--- src/rtl/prs_defs.svh ---
// Constants for the preselector range search block
`ifndef PRS_DEFS_SVH
`define PRS_DEFS_SVH
// ============================================================
// Functional notes
// Sixteen ranges; ranges 15 and 16 track
// Fixed lower and upper cutoff per range
// Tuning source gives a 14-bit word
// Word: 2-bit tens, then three BCD digits
// Above upper cutoff: step range up
// Below lower cutoff: step range down
// Inside both cutoffs: keep range selected
// One range step per 500 Hz tick
// One-of-sixteen decode drives stores and relays
// Direction from compares; inhibit once found
// Relays off while search runs
// No relay sequencing during first search
// Range above 8: high bank, low off
// Stretch overload pulse toward control logic
// Tuning change restarts search from current
// ============================================================
// Timing
`define PRS_CLK_HZ 20000000
`define PRS_CLK_PERIOD_NS 50
`define PRS_STEP_HZ 500
`define PRS_STEP_CYC (`PRS_CLK_HZ / `PRS_STEP_HZ)
`define PRS_OVL_STRETCH_NS 20000
`define PRS_OVL_CYC ((`PRS_OVL_STRETCH_NS + `PRS_CLK_PERIOD_NS - 1) / `PRS_CLK_PERIOD_NS)
// ============================================================
// Register offsets
`define PRS_OFF_CTRL 8'h00
`define PRS_OFF_STATUS 8'h04
`define PRS_OFF_TUNE 8'h08
`define PRS_OFF_INT_STAT 8'h0c
`define PRS_OFF_INT_MASK 8'h10
// ============================================================
// Field positions
`define PRS_CTRL_RELAY_EN 0
`define PRS_CTRL_RESTART 1
`define PRS_ST_RANGE_LSB 0
`define PRS_ST_SEARCH 4
`define PRS_ST_LOCK 5
`define PRS_ST_UP 6
`define PRS_ST_HIGH 7
`define PRS_ST_READY 8
`define PRS_INT_LOCK 0
`define PRS_INT_OVL 1
`define PRS_INT_TUNE 2
`define PRS_INT_W 3
`define PRS_TUNE_W 14
// ============================================================
// Reset values
`define PRS_RST_RELAY_EN 1'b1
`define PRS_RST_MASK 3'h0
`define PRS_RST_RANGE 4'h0
`endif

--- src/rtl/prs_pkg.sv ---
// Types shared by the preselector range search block
package prs_pkg;
   // Search sequencer states, one-hot
   typedef enum logic [2:0] {
      PRS_BOOT = 3'b001,
      PRS_SEARCH = 3'b010,
      PRS_LOCK = 3'b100
   } prs_state_t;
endpackage : prs_pkg

--- src/rtl/prs_range_search.sv ---
// Preselector range search with APB registers
//
// The register offsets and register access over APB were decided locally.
`timescale 1ns/100ps
`include "prs_defs.svh"
module prs_range_search #(
   parameter int ADDR_W = 8,
   parameter int STEP_DIV = `PRS_STEP_CYC,
   parameter int OVL_CYC = `PRS_OVL_CYC
) (
   input wire logic pclk,
   input wire logic presetn,
   input wire logic psel,
   input wire logic penable,
   input wire logic pwrite,
   input wire logic [ADDR_W-1:0] paddr,
   input wire logic [31:0] pwdata,
   output logic [31:0] prdata,
   output logic pready,
   output logic pslverr,
   input wire logic [`PRS_TUNE_W-1:0] tune_word,
   input wire logic ovl_pulse,
   output logic [15:0] range_sel,
   output logic [15:0] relay_drive,
   output logic low_bank_on,
   output logic high_bank_on,
   output logic tracking_sel,
   output logic ovl_stretched,
   output logic search_busy,
   output logic irq
);
   localparam int DIV_W = $clog2(STEP_DIV);

   // ============================================================
   // Functions

   // Lower cutoff, 4 decades: tens(2b) MHz 100k 10k
   function automatic logic [13:0] prs_lower(input logic [3:0] r);
      logic [13:0] v;
      v = 14'h0000;
      unique case (r)
         4'h0: v = 14'h0001;
         4'h1: v = 14'h0015;
         4'h2: v = 14'h0020;
         4'h3: v = 14'h0028;
         4'h4: v = 14'h0039;
         4'h5: v = 14'h0054;
         4'h6: v = 14'h0075;
         4'h7: v = 14'h0105;
         4'h8: v = 14'h0145;
         4'h9: v = 14'h0200;
         4'ha: v = 14'h0270;
         4'hb: v = 14'h0370;
         4'hc: v = 14'h0520;
         4'hd: v = 14'h0720;
         4'he: v = 14'h1000;
         4'hf: v = 14'h2000;
      endcase
      return v;
   endfunction : prs_lower

   // Upper cutoff cut to 4 decades; the dropped digits are all nines
   function automatic logic [13:0] prs_upper(input logic [3:0] r);
      logic [13:0] v;
      v = 14'h0000;
      unique case (r)
         4'h0: v = 14'h0014;
         4'h1: v = 14'h0019;
         4'h2: v = 14'h0027;
         4'h3: v = 14'h0038;
         4'h4: v = 14'h0053;
         4'h5: v = 14'h0074;
         4'h6: v = 14'h0104;
         4'h7: v = 14'h0144;
         4'h8: v = 14'h0199;
         4'h9: v = 14'h0269;
         4'ha: v = 14'h0369;
         4'hb: v = 14'h0519;
         4'hc: v = 14'h0719;
         4'hd: v = 14'h0999;
         4'he: v = 14'h1999;
         4'hf: v = 14'h2999;
      endcase
      return v;
   endfunction : prs_upper

   // One-of-sixteen decode of the range counter
   function automatic logic [15:0] prs_decode(input logic [3:0] r);
      return 16'h0001 << r;
   endfunction : prs_decode

   // Mapped register check
   function automatic logic prs_hit(input logic [ADDR_W-1:0] a);
      return (a == ADDR_W'(`PRS_OFF_CTRL)) || (a == ADDR_W'(`PRS_OFF_STATUS)) ||
         (a == ADDR_W'(`PRS_OFF_TUNE)) || (a == ADDR_W'(`PRS_OFF_INT_STAT)) ||
         (a == ADDR_W'(`PRS_OFF_INT_MASK));
   endfunction : prs_hit

   // ============================================================
   // Declarations
   prs_pkg::prs_state_t state;
   prs_pkg::prs_state_t next_state;
   logic [DIV_W-1:0] div_cnt;
   logic step_tick;
   logic [3:0] range_idx;
   logic dir_up;
   logic first_done;
   logic [13:0] tune_q;
   logic tune_chg;
   logic too_low;
   logic too_high;
   logic step_up;
   logic step_dn;
   logic found;
   logic hunting;
   logic relays_on;
   logic relay_en;
   logic restart_req;
   logic restart;
   logic lock_evt;
   logic [`PRS_INT_W-1:0] int_stat;
   logic [`PRS_INT_W-1:0] int_mask;
   logic [`PRS_INT_W-1:0] int_set;
   logic [`PRS_INT_W-1:0] int_clr;
   logic [`PRS_INT_W-1:0] next_int_stat;
   logic apb_setup;
   logic apb_wr;
   logic [31:0] rd_mux;

   // ============================================================
   // Search clock

   // Free-running divider; 500 Hz is slow enough for relays to settle
   always_ff @(posedge pclk or negedge presetn) begin
      if (!presetn) begin
         div_cnt <= '0;
         step_tick <= 1'b0;
      end else if (div_cnt == DIV_W'(STEP_DIV - 1)) begin
         div_cnt <= '0;
         step_tick <= 1'b1;
      end else begin
         div_cnt <= div_cnt + DIV_W'(1);
         step_tick <= 1'b0;
      end
   end

   // ============================================================
   // Comparators and direction logic

   // Tuning word is compared as packed BCD; digit order keeps it monotonic
   always_comb begin
      too_low = tune_word > prs_upper(range_idx);
      too_high = tune_word < prs_lower(range_idx);
      step_up = too_low && (range_idx != 4'hf);
      step_dn = too_high && !too_low && (range_idx != 4'h0);
      found = !step_up && !step_dn;
      hunting = (state != prs_pkg::PRS_LOCK);
      tune_chg = (tune_word != tune_q);
      restart = tune_chg || restart_req;
      lock_evt = hunting && step_tick && found;
   end

   // Previous tuning word, to spot a new setting
   always_ff @(posedge pclk or negedge presetn) begin
      if (!presetn) begin
         tune_q <= 14'h0000;
      end else begin
         tune_q <= tune_word;
      end
   end

   // ============================================================
   // Sequencer

   // Out-of-band words lock at range 1 or 16 rather than hunting forever
   always_comb begin
      next_state = state;
      unique case (state)
         prs_pkg::PRS_BOOT: begin
            if (step_tick && found) begin
               next_state = prs_pkg::PRS_LOCK;
            end
         end
         prs_pkg::PRS_SEARCH: begin
            if (step_tick && found) begin
               next_state = prs_pkg::PRS_LOCK;
            end
         end
         prs_pkg::PRS_LOCK: begin
            if (restart) begin
               next_state = prs_pkg::PRS_SEARCH;
            end
         end
         default: begin
            next_state = prs_pkg::PRS_BOOT;
         end
      endcase
   end

   // State register
   always_ff @(posedge pclk or negedge presetn) begin
      if (!presetn) begin
         state <= prs_pkg::PRS_BOOT;
      end else begin
         state <= next_state;
      end
   end

   // Range counter moves one step per tick while hunting
   always_ff @(posedge pclk or negedge presetn) begin
      if (!presetn) begin
         range_idx <= `PRS_RST_RANGE;
         dir_up <= 1'b1;
      end else if (hunting && step_tick) begin
         dir_up <= too_low;
         if (step_up) begin
            range_idx <= range_idx + 4'h1;
         end else if (step_dn) begin
            range_idx <= range_idx - 4'h1;
         end
      end
   end

   // First search after power-on finished
   always_ff @(posedge pclk or negedge presetn) begin
      if (!presetn) begin
         first_done <= 1'b0;
      end else if (state == prs_pkg::PRS_BOOT && lock_evt) begin
         first_done <= 1'b1;
      end
   end

   // ============================================================
   // Relay and bank drive

   // Use next_state so relays drop on the same edge a search starts
   assign relays_on = (next_state == prs_pkg::PRS_LOCK) && relay_en;

   // Registered relay outputs; relay_drive and banks stay off while the counter walks, range_sel follows it
   always_ff @(posedge pclk or negedge presetn) begin
      if (!presetn) begin
         range_sel <= 16'h0001;
         relay_drive <= 16'h0000;
         low_bank_on <= 1'b0;
         high_bank_on <= 1'b0;
         tracking_sel <= 1'b0;
         search_busy <= 1'b1;
      end else begin
         range_sel <= prs_decode(range_idx);
         relay_drive <= relays_on ? prs_decode(range_idx) : 16'h0000;
         low_bank_on <= relays_on && !range_idx[3];
         high_bank_on <= relays_on && range_idx[3];
         tracking_sel <= (range_idx[3:1] == 3'b111);
         search_busy <= (next_state != prs_pkg::PRS_LOCK);
      end
   end

   // Overload stretcher
   prs_pulse_stretch #(
      .HOLD(OVL_CYC)
   ) u_ovl (
      .pclk(pclk),
      .presetn(presetn),
      .pulse_in(ovl_pulse),
      .stretched(ovl_stretched)
   );

   // ============================================================
   // APB slave

   // No wait states: answer is prepared during the setup cycle
   assign apb_setup = psel && !penable;
   assign apb_wr = psel && penable && pready && pwrite && !pslverr;

   // Read data mux
   always_comb begin
      rd_mux = 32'h0000_0000;
      if (paddr == ADDR_W'(`PRS_OFF_CTRL)) begin
         rd_mux[`PRS_CTRL_RELAY_EN] = relay_en;
      end else if (paddr == ADDR_W'(`PRS_OFF_STATUS)) begin
         rd_mux[`PRS_ST_RANGE_LSB +: 4] = range_idx;
         rd_mux[`PRS_ST_SEARCH] = hunting;
         rd_mux[`PRS_ST_LOCK] = !hunting;
         rd_mux[`PRS_ST_UP] = dir_up;
         rd_mux[`PRS_ST_HIGH] = range_idx[3];
         rd_mux[`PRS_ST_READY] = first_done;
      end else if (paddr == ADDR_W'(`PRS_OFF_TUNE)) begin
         rd_mux[`PRS_TUNE_W-1:0] = tune_word;
      end else if (paddr == ADDR_W'(`PRS_OFF_INT_STAT)) begin
         rd_mux[`PRS_INT_W-1:0] = int_stat;
      end else if (paddr == ADDR_W'(`PRS_OFF_INT_MASK)) begin
         rd_mux[`PRS_INT_W-1:0] = int_mask;
      end
   end

   // Handshake and read data
   always_ff @(posedge pclk or negedge presetn) begin
      if (!presetn) begin
         pready <= 1'b0;
         pslverr <= 1'b0;
         prdata <= 32'h0000_0000;
      end else begin
         pready <= apb_setup;
         pslverr <= apb_setup && !prs_hit(paddr);
         prdata <= (apb_setup && !pwrite) ? rd_mux : 32'h0000_0000;
      end
   end

   // Control register; restart is a self-clearing pulse
   always_ff @(posedge pclk or negedge presetn) begin
      if (!presetn) begin
         relay_en <= `PRS_RST_RELAY_EN;
         restart_req <= 1'b0;
      end else begin
         restart_req <= apb_wr && (paddr == ADDR_W'(`PRS_OFF_CTRL)) && pwdata[`PRS_CTRL_RESTART];
         if (apb_wr && (paddr == ADDR_W'(`PRS_OFF_CTRL))) begin
            relay_en <= pwdata[`PRS_CTRL_RELAY_EN];
         end
      end
   end

   // ============================================================
   // Interrupts

   // Set beats a same-cycle write-one-to-clear
   always_comb begin
      int_set = '0;
      int_set[`PRS_INT_LOCK] = lock_evt;
      int_set[`PRS_INT_OVL] = ovl_pulse;
      int_set[`PRS_INT_TUNE] = tune_chg;
      int_clr = (apb_wr && (paddr == ADDR_W'(`PRS_OFF_INT_STAT))) ? pwdata[`PRS_INT_W-1:0] : '0;
      next_int_stat = (int_stat & ~int_clr) | int_set;
   end

   // Status, mask and level interrupt
   always_ff @(posedge pclk or negedge presetn) begin
      if (!presetn) begin
         int_stat <= '0;
         int_mask <= `PRS_RST_MASK;
         irq <= 1'b0;
      end else begin
         int_stat <= next_int_stat;
         if (apb_wr && (paddr == ADDR_W'(`PRS_OFF_INT_MASK))) begin
            int_mask <= pwdata[`PRS_INT_W-1:0];
         end
         irq <= |(next_int_stat & int_mask);
      end
   end

   // ============================================================
   // Checks
   property p_relay_off;
      @(posedge pclk) disable iff (!presetn)
      (state != prs_pkg::PRS_LOCK) |-> (relay_drive == 16'h0000);
   endproperty
   a_relay_off: assert property (p_relay_off) else $error("relay on during search");

   property p_boot_hold;
      @(posedge pclk) disable iff (!presetn)
      !first_done |-> !low_bank_on && !high_bank_on && (relay_drive == 16'h0000);
   endproperty
   a_boot_hold: assert property (p_boot_hold) else $error("bank on before first lock");

   property p_step_up;
      @(posedge pclk) disable iff (!presetn)
      hunting && step_tick && too_low && range_idx != 4'hf |=> range_idx == $past(range_idx) + 4'h1;
   endproperty
   a_step_up: assert property (p_step_up) else $error("range did not step up");

   property p_step_dn;
      @(posedge pclk) disable iff (!presetn)
      hunting && step_tick && too_high && range_idx != 4'h0 |=> range_idx == $past(range_idx) - 4'h1;
   endproperty
   a_step_dn: assert property (p_step_dn) else $error("range did not step down");

   property p_no_tick_hold;
      @(posedge pclk) disable iff (!presetn)
      !step_tick |=> $stable(range_idx);
   endproperty
   a_no_tick_hold: assert property (p_no_tick_hold) else $error("range moved without tick");

   property p_lock_keep;
      @(posedge pclk) disable iff (!presetn)
      state == prs_pkg::PRS_LOCK && !restart |=> state == prs_pkg::PRS_LOCK && $stable(range_idx);
   endproperty
   a_lock_keep: assert property (p_lock_keep) else $error("locked range changed");

   property p_onehot;
      @(posedge pclk) disable iff (!presetn)
      $onehot(range_sel) && (relay_drive == 16'h0000 || relay_drive == range_sel);
   endproperty
   a_onehot: assert property (p_onehot) else $error("decoder not one-hot");

   property p_bank;
      @(posedge pclk) disable iff (!presetn)
      high_bank_on |-> !low_bank_on && relay_drive[7:0] == 8'h00 && relay_drive[15:8] != 8'h00;
   endproperty
   a_bank: assert property (p_bank) else $error("bank select mismatch");

   property p_restart;
      @(posedge pclk) disable iff (!presetn)
      state == prs_pkg::PRS_LOCK && tune_chg |=> state == prs_pkg::PRS_SEARCH && search_busy;
   endproperty
   a_restart: assert property (p_restart) else $error("tuning change missed");
endmodule : prs_range_search

--- src/rtl/prs_pulse_stretch.sv ---
// Overload pulse stretcher
`timescale 1ns/100ps
`include "prs_defs.svh"
module prs_pulse_stretch #(
   parameter int HOLD = `PRS_OVL_CYC
) (
   input wire logic pclk,
   input wire logic presetn,
   input wire logic pulse_in,
   output logic stretched
);
   localparam int CW = $clog2(HOLD + 1);
   logic [CW-1:0] cnt;
   logic [CW-1:0] next_cnt;

   // Retrigger on every pulse so a burst reads as one long overload
   always_comb begin
      if (pulse_in) begin
         next_cnt = CW'(HOLD);
      end else if (cnt != '0) begin
         next_cnt = cnt - CW'(1);
      end else begin
         next_cnt = '0;
      end
   end

   // Counter and registered output
   always_ff @(posedge pclk or negedge presetn) begin
      if (!presetn) begin
         cnt <= '0;
         stretched <= 1'b0;
      end else begin
         cnt <= next_cnt;
         stretched <= (next_cnt != '0);
      end
   end

   // ============================================================
   // Checks
   property p_ovl_catch;
      @(posedge pclk) disable iff (!presetn)
      pulse_in |=> stretched;
   endproperty
   a_ovl_catch: assert property (p_ovl_catch) else $error("overload pulse not stretched");

   property p_ovl_hold;
      @(posedge pclk) disable iff (!presetn)
      $fell(stretched) |-> ($past(cnt) == CW'(1)) && !$past(pulse_in);
   endproperty
   a_ovl_hold: assert property (p_ovl_hold) else $error("stretched pulse ended early");
endmodule : prs_pulse_stretch

--- config.mk ---
export PLATFORM = sky130hd
export DESIGN_NAME = prs_range_search
export DESIGN_NICKNAME = d
export VERILOG_FILES = /design/src/rtl/prs_pkg.sv /design/src/rtl/prs_range_search.sv /design/src/rtl/prs_pulse_stretch.sv
export VERILOG_INCLUDE_DIRS = /design/src /design/src/rtl
export SDC_FILE = /design/constraint.sdc
export NUM_CORES = 1
export LEC_CHECK = 0
export ABC_AREA = 1
export BUFFER_PORTS_ARGS = -buffer_cell sky130_fd_sc_hd__buf_4
export CORE_MARGIN = 5
export CORE_UTILIZATION = 39
export CTS_BUF_LIST = sky130_fd_sc_hd__clkbuf_8
export DETAILED_ROUTE_END_ITERATION = 6
export GPL_TIMING_DRIVEN = 0
export PLACE_DENSITY = 0.72
export SETUP_SLACK_MARGIN = 0.15
export SYNTH_ARGS = -nofsm -noshare
export SYNTH_HDL_FRONTEND = slang
export SYNTH_SLANG_ARGS = --single-unit
--- constraint.sdc ---
create_clock -name pclk -period 4.4 [get_ports pclk]
set_input_delay 0 -clock pclk [delete_from_list [all_inputs] [get_ports pclk]]
set_output_delay 0 -clock pclk [all_outputs]
set_load 0.01 [all_outputs]
==> flow_metrics.tcl <==
set metrics [dict create \
    timing.rr.end "range_idx[3]$_DFFE_PN0P_" \
    first_iter_violations 183 \
    die_w_um 130 \
    ant_nets 0 \
    irDropWorstVdd_mv 0.125 \
    tightest_slew_ns 0.633 \
    post_drt_wl_per_cell_um 12.8 \
    clockBufferDepth 2 \
    fin_util_pct 48.9 \
    drc 0 \
    critPathRequiredTime_ns 4.64 \
    rows 44 \
    r2r-start "range_idx[1]$_DFFE_PN0P_" \
    grt_pass1_wl_um 20300 \
    die_area_sq_um 16900 \
    rr_worst_depth 20 \
    status "complete, no violations" \
    worst-path-buf-inv 4 \
    final_cell_mix "nand2_1 (114), dfrtp_1 (106), inv_1 (101), buf_4 (101), nor2_1 (80)" \
    finalMaxSlewViolations 0 \
    hp-start "paddr[5]" \
    dr.pass1.iters 4 \
    final_common_cell "nand2_1" \
    synth_largest_area_cell "dfrtp_1" \
    worstPathCellList "inv_1, ha_1, inv_1, nor2_1, inv_1, o21ai_0, ha_1, nand2_1, inv_1, nand3_1, nor2_2, nand2_1, nand2_1, nand3_2, ha_1, a21oi_1, o21ai_0, xnor2_1, nor2_1, xor2_1" \
    netlist_area_sq_um 5630 \
    drive_above_1_share_pct 21.2 \
    slowest_stage "dfrtp_1" \
    syn2layout_area_growth_pct 24.8 \
    synth_seq_cells 111 \
    vias 4406 \
    fp.dieH_um 130 \
    hold_end "pslverr$_DFF_PN0_" \
    cts_buffers 9 \
    ys_types 41 \
    finClkSkew_ns 0.0148 \
    final_nets 870 \
    crit_path_start_kind "register" \
    grt_use_total_pct 15.1 \
    p_leak_nw 3.64 \
    insertion_delay_ns 0.38 \
    core_area_sq_um 14400 \
    p_per_area_nw_per_um2 267 \
    ys_seq_area_share_pct 49.5 \
    cts_resized 0 \
    crit_fanout 12 \
    cts_tree "built" \
    rrSetupSlack_ns 0.68 \
    io-pin-count 132 \
    htree_levels 3 \
    hp-class "in2reg" \
    grt-ovfl-total 0 \
    max_cap_viol_count 0 \
    critical_path_arrival_ns 3.96 \
    gp_congestion 0.837 \
    synth_cells 638 \
    viasPerCell 4.58 \
    critPathMaxStageDelay_ns 0.63 \
    grt_pass1_vias 4314 \
    cts.sinks 111 \
    cp-end-kind "register" \
    ys_warn_count 0 \
    synth_xor_area_share_pct 3.42 \
    report.final.hold_viol_count 0 \
    synth_compound_area_share_pct 6.51 \
    finalCritPeriodShare_pct 84.4 \
    fin_crit_ns 3.72 \
    routed_wl_um 12300 \
    path_common_cell "inv_1" \
    cts-root-buf "clkbuf_8" \
    synth_top_family_by_area "simple AND/OR/NAND/NOR gates" \
    grt_max_degree 112 \
    muxShareOfSynthArea_pct 0 \
    hold_path_depth 5 \
    synth.top_cell.area_share_pct 47.1 \
    antenna_found_initial 0 \
    netlist_top_cells_area "dfrtp_1 (47%), ha_1 (7.8%), nand2_1 (7.6%)" \
    rsz0062_at_grt "no" \
    finalSetupViolCount 0 \
    fin_tns_setup_ns 0 \
    crit_type "reg2reg" \
    syn_area_per_cell_sq_um 8.82 \
    start_util_pct 39.2 \
    antenna_cells 0 \
    synth_fa_ha_area_share_pct 8.14 \
    clkTransAtPathRegs_ns 0.10 \
    max_freq_mhz 269 \
    max-slew-margin-rel_pct 57.4 \
    port_buffers 84 \
    yosys.area_share.simple_pct 22.4 \
    hpwl_um 9340 \
    path_delay_family "adder cells" \
]
flip-flops by register name (all words and copies together), names as in the netlist, 3 cells and up:
signal / flops
range_sel: 16
range_idx: 4
int_mask: 3
int_stat: 3
relay_drive: 16
tune_q: 14
u_ovl.cnt: 9
div_cnt: 16
prdata: 14
state: 3
per-layer routing:
metal	routed length (um)	GRT usage, %	part of all wire (%)
met1	5500	19.3	45
met3	702	3.60	5.7
met5	0	0	0
met2	5750	24.8	47
met4	338	5.81	2.8
worst min-delay path, delay by kind of cell:
kind	cells	cell delay (ns)
buf+inv	1	0.09
simple gates	4	0.27
area by class of cell:
| class | instances | area [sq um] |
|---|---|---|
| fillers | 1371 | 7350 |
| flip-flops and latches | 111 | 2780 |
| multi-input cells | 420 | 2340 |
| repair buffers | 108 | 892 |
| inverters | 102 | 383 |
| well taps | 184 | 230 |
| plain buffers | 22 | 181 |
| clock buffers | 10 | 138 |
| clock inverters | 6 | 70.1 |
stage by stage:
step / power, mW / instances / hold slack (ns) / setup WS (ns) / area, sq um
2_1_floorplan: 1.18 / 655 / -0.296 / 1.26 / 5690
3_3_place_gp: 1.24 / 923 / 0.146 / 0.821 / 6550
3_5_place_dp: 1.25 / 923 / 0.148 / 0.736 / 6550
4_1_cts: 1.89 / 962 / 0.0180 / 0.711 / 6990
5_1_grt: 1.97 / 963 / 0.0352 / 0.361 / 7020
6_report: 1.87 / 963 / 0.0289 / 0.684 / 7020
power by group:
group          internal [mW]  leakage [nW]  switching, mW  total, mW
Combinational         0.0904          2.11          0.108      0.199
Clock                  0.283         0.106          0.342      0.625
Sequential              1.04          1.43         0.0119       1.05
kinds of logic after synthesis:
group / Yosys count
simple gates: 279
compound gates: 65
flops: 111
xor+xnor: 22
fa+ha+maj: 36
other cells: 1
buf+inv: 124
worst max path at each step:
stage | startpoint | endpoint | slack [ns] | cells after the start
floorplan | range_idx[1]$_DFFE_PN0P_ | range_idx[3]$_DFFE_PN0P_ | 1.26 | 20
global placement | range_idx[1]$_DFFE_PN0P_ | range_idx[3]$_DFFE_PN0P_ | 0.82 | 20
detailed placement | range_idx[1]$_DFFE_PN0P_ | range_idx[3]$_DFFE_PN0P_ | 0.74 | 20
CTS | range_idx[1]$_DFFE_PN0P_ | range_idx[3]$_DFFE_PN0P_ | 0.71 | 20
global route | range_idx[1]$_DFFE_PN0P_ | range_idx[3]$_DFFE_PN0P_ | 0.36 | 20
finish | range_idx[1]$_DFFE_PN0P_ | range_idx[3]$_DFFE_PN0P_ | 0.68 | 20
Yosys cell counts:
| library cell | number |
|---|---|
| o21ai_1 | 1 |
| buf_4 | 18 |
| and3_1 | 1 |
| o21a_1 | 2 |
| o21ai_0 | 25 |
| a31oi_1 | 2 |
| nand4_1 | 8 |
| nor2_4 | 1 |
| or2_2 | 6 |
| nor3_2 | 2 |
| nor3b_1 | 2 |
| a22oi_1 | 1 |
| buf_6 | 2 |
| nor2_1 | 80 |
| dfrtp_1 | 106 |
| o22ai_1 | 3 |
| clkbuf_1 | 1 |
| o311ai_0 | 2 |
| o31ai_1 | 1 |
| a21oi_1 | 23 |
| nand2_4 | 3 |
| a211oi_1 | 1 |
| xor2_1 | 11 |
| ha_1 | 35 |
| inv_1 | 100 |
| o221a_2 | 1 |
| nor3_1 | 14 |
| conb_1 | 1 |
| nand2_2 | 4 |
| inv_2 | 2 |
| o21bai_1 | 2 |
| nand2_1 | 114 |
| nand3_1 | 20 |
| buf_12 | 1 |
| nor4_1 | 5 |
| xnor2_1 | 11 |
| dfstp_2 | 5 |
| nor2_2 | 16 |
| nand3_2 | 3 |
| fa_1 | 1 |
| a31o_2 | 1 |
repair_timing:
item                      CTS  global route
hold buffers               23             0
buffers inserted            0             0
hold endpoints to repair  116             0
No activity file was read; power rests on OpenSTA's default activity.
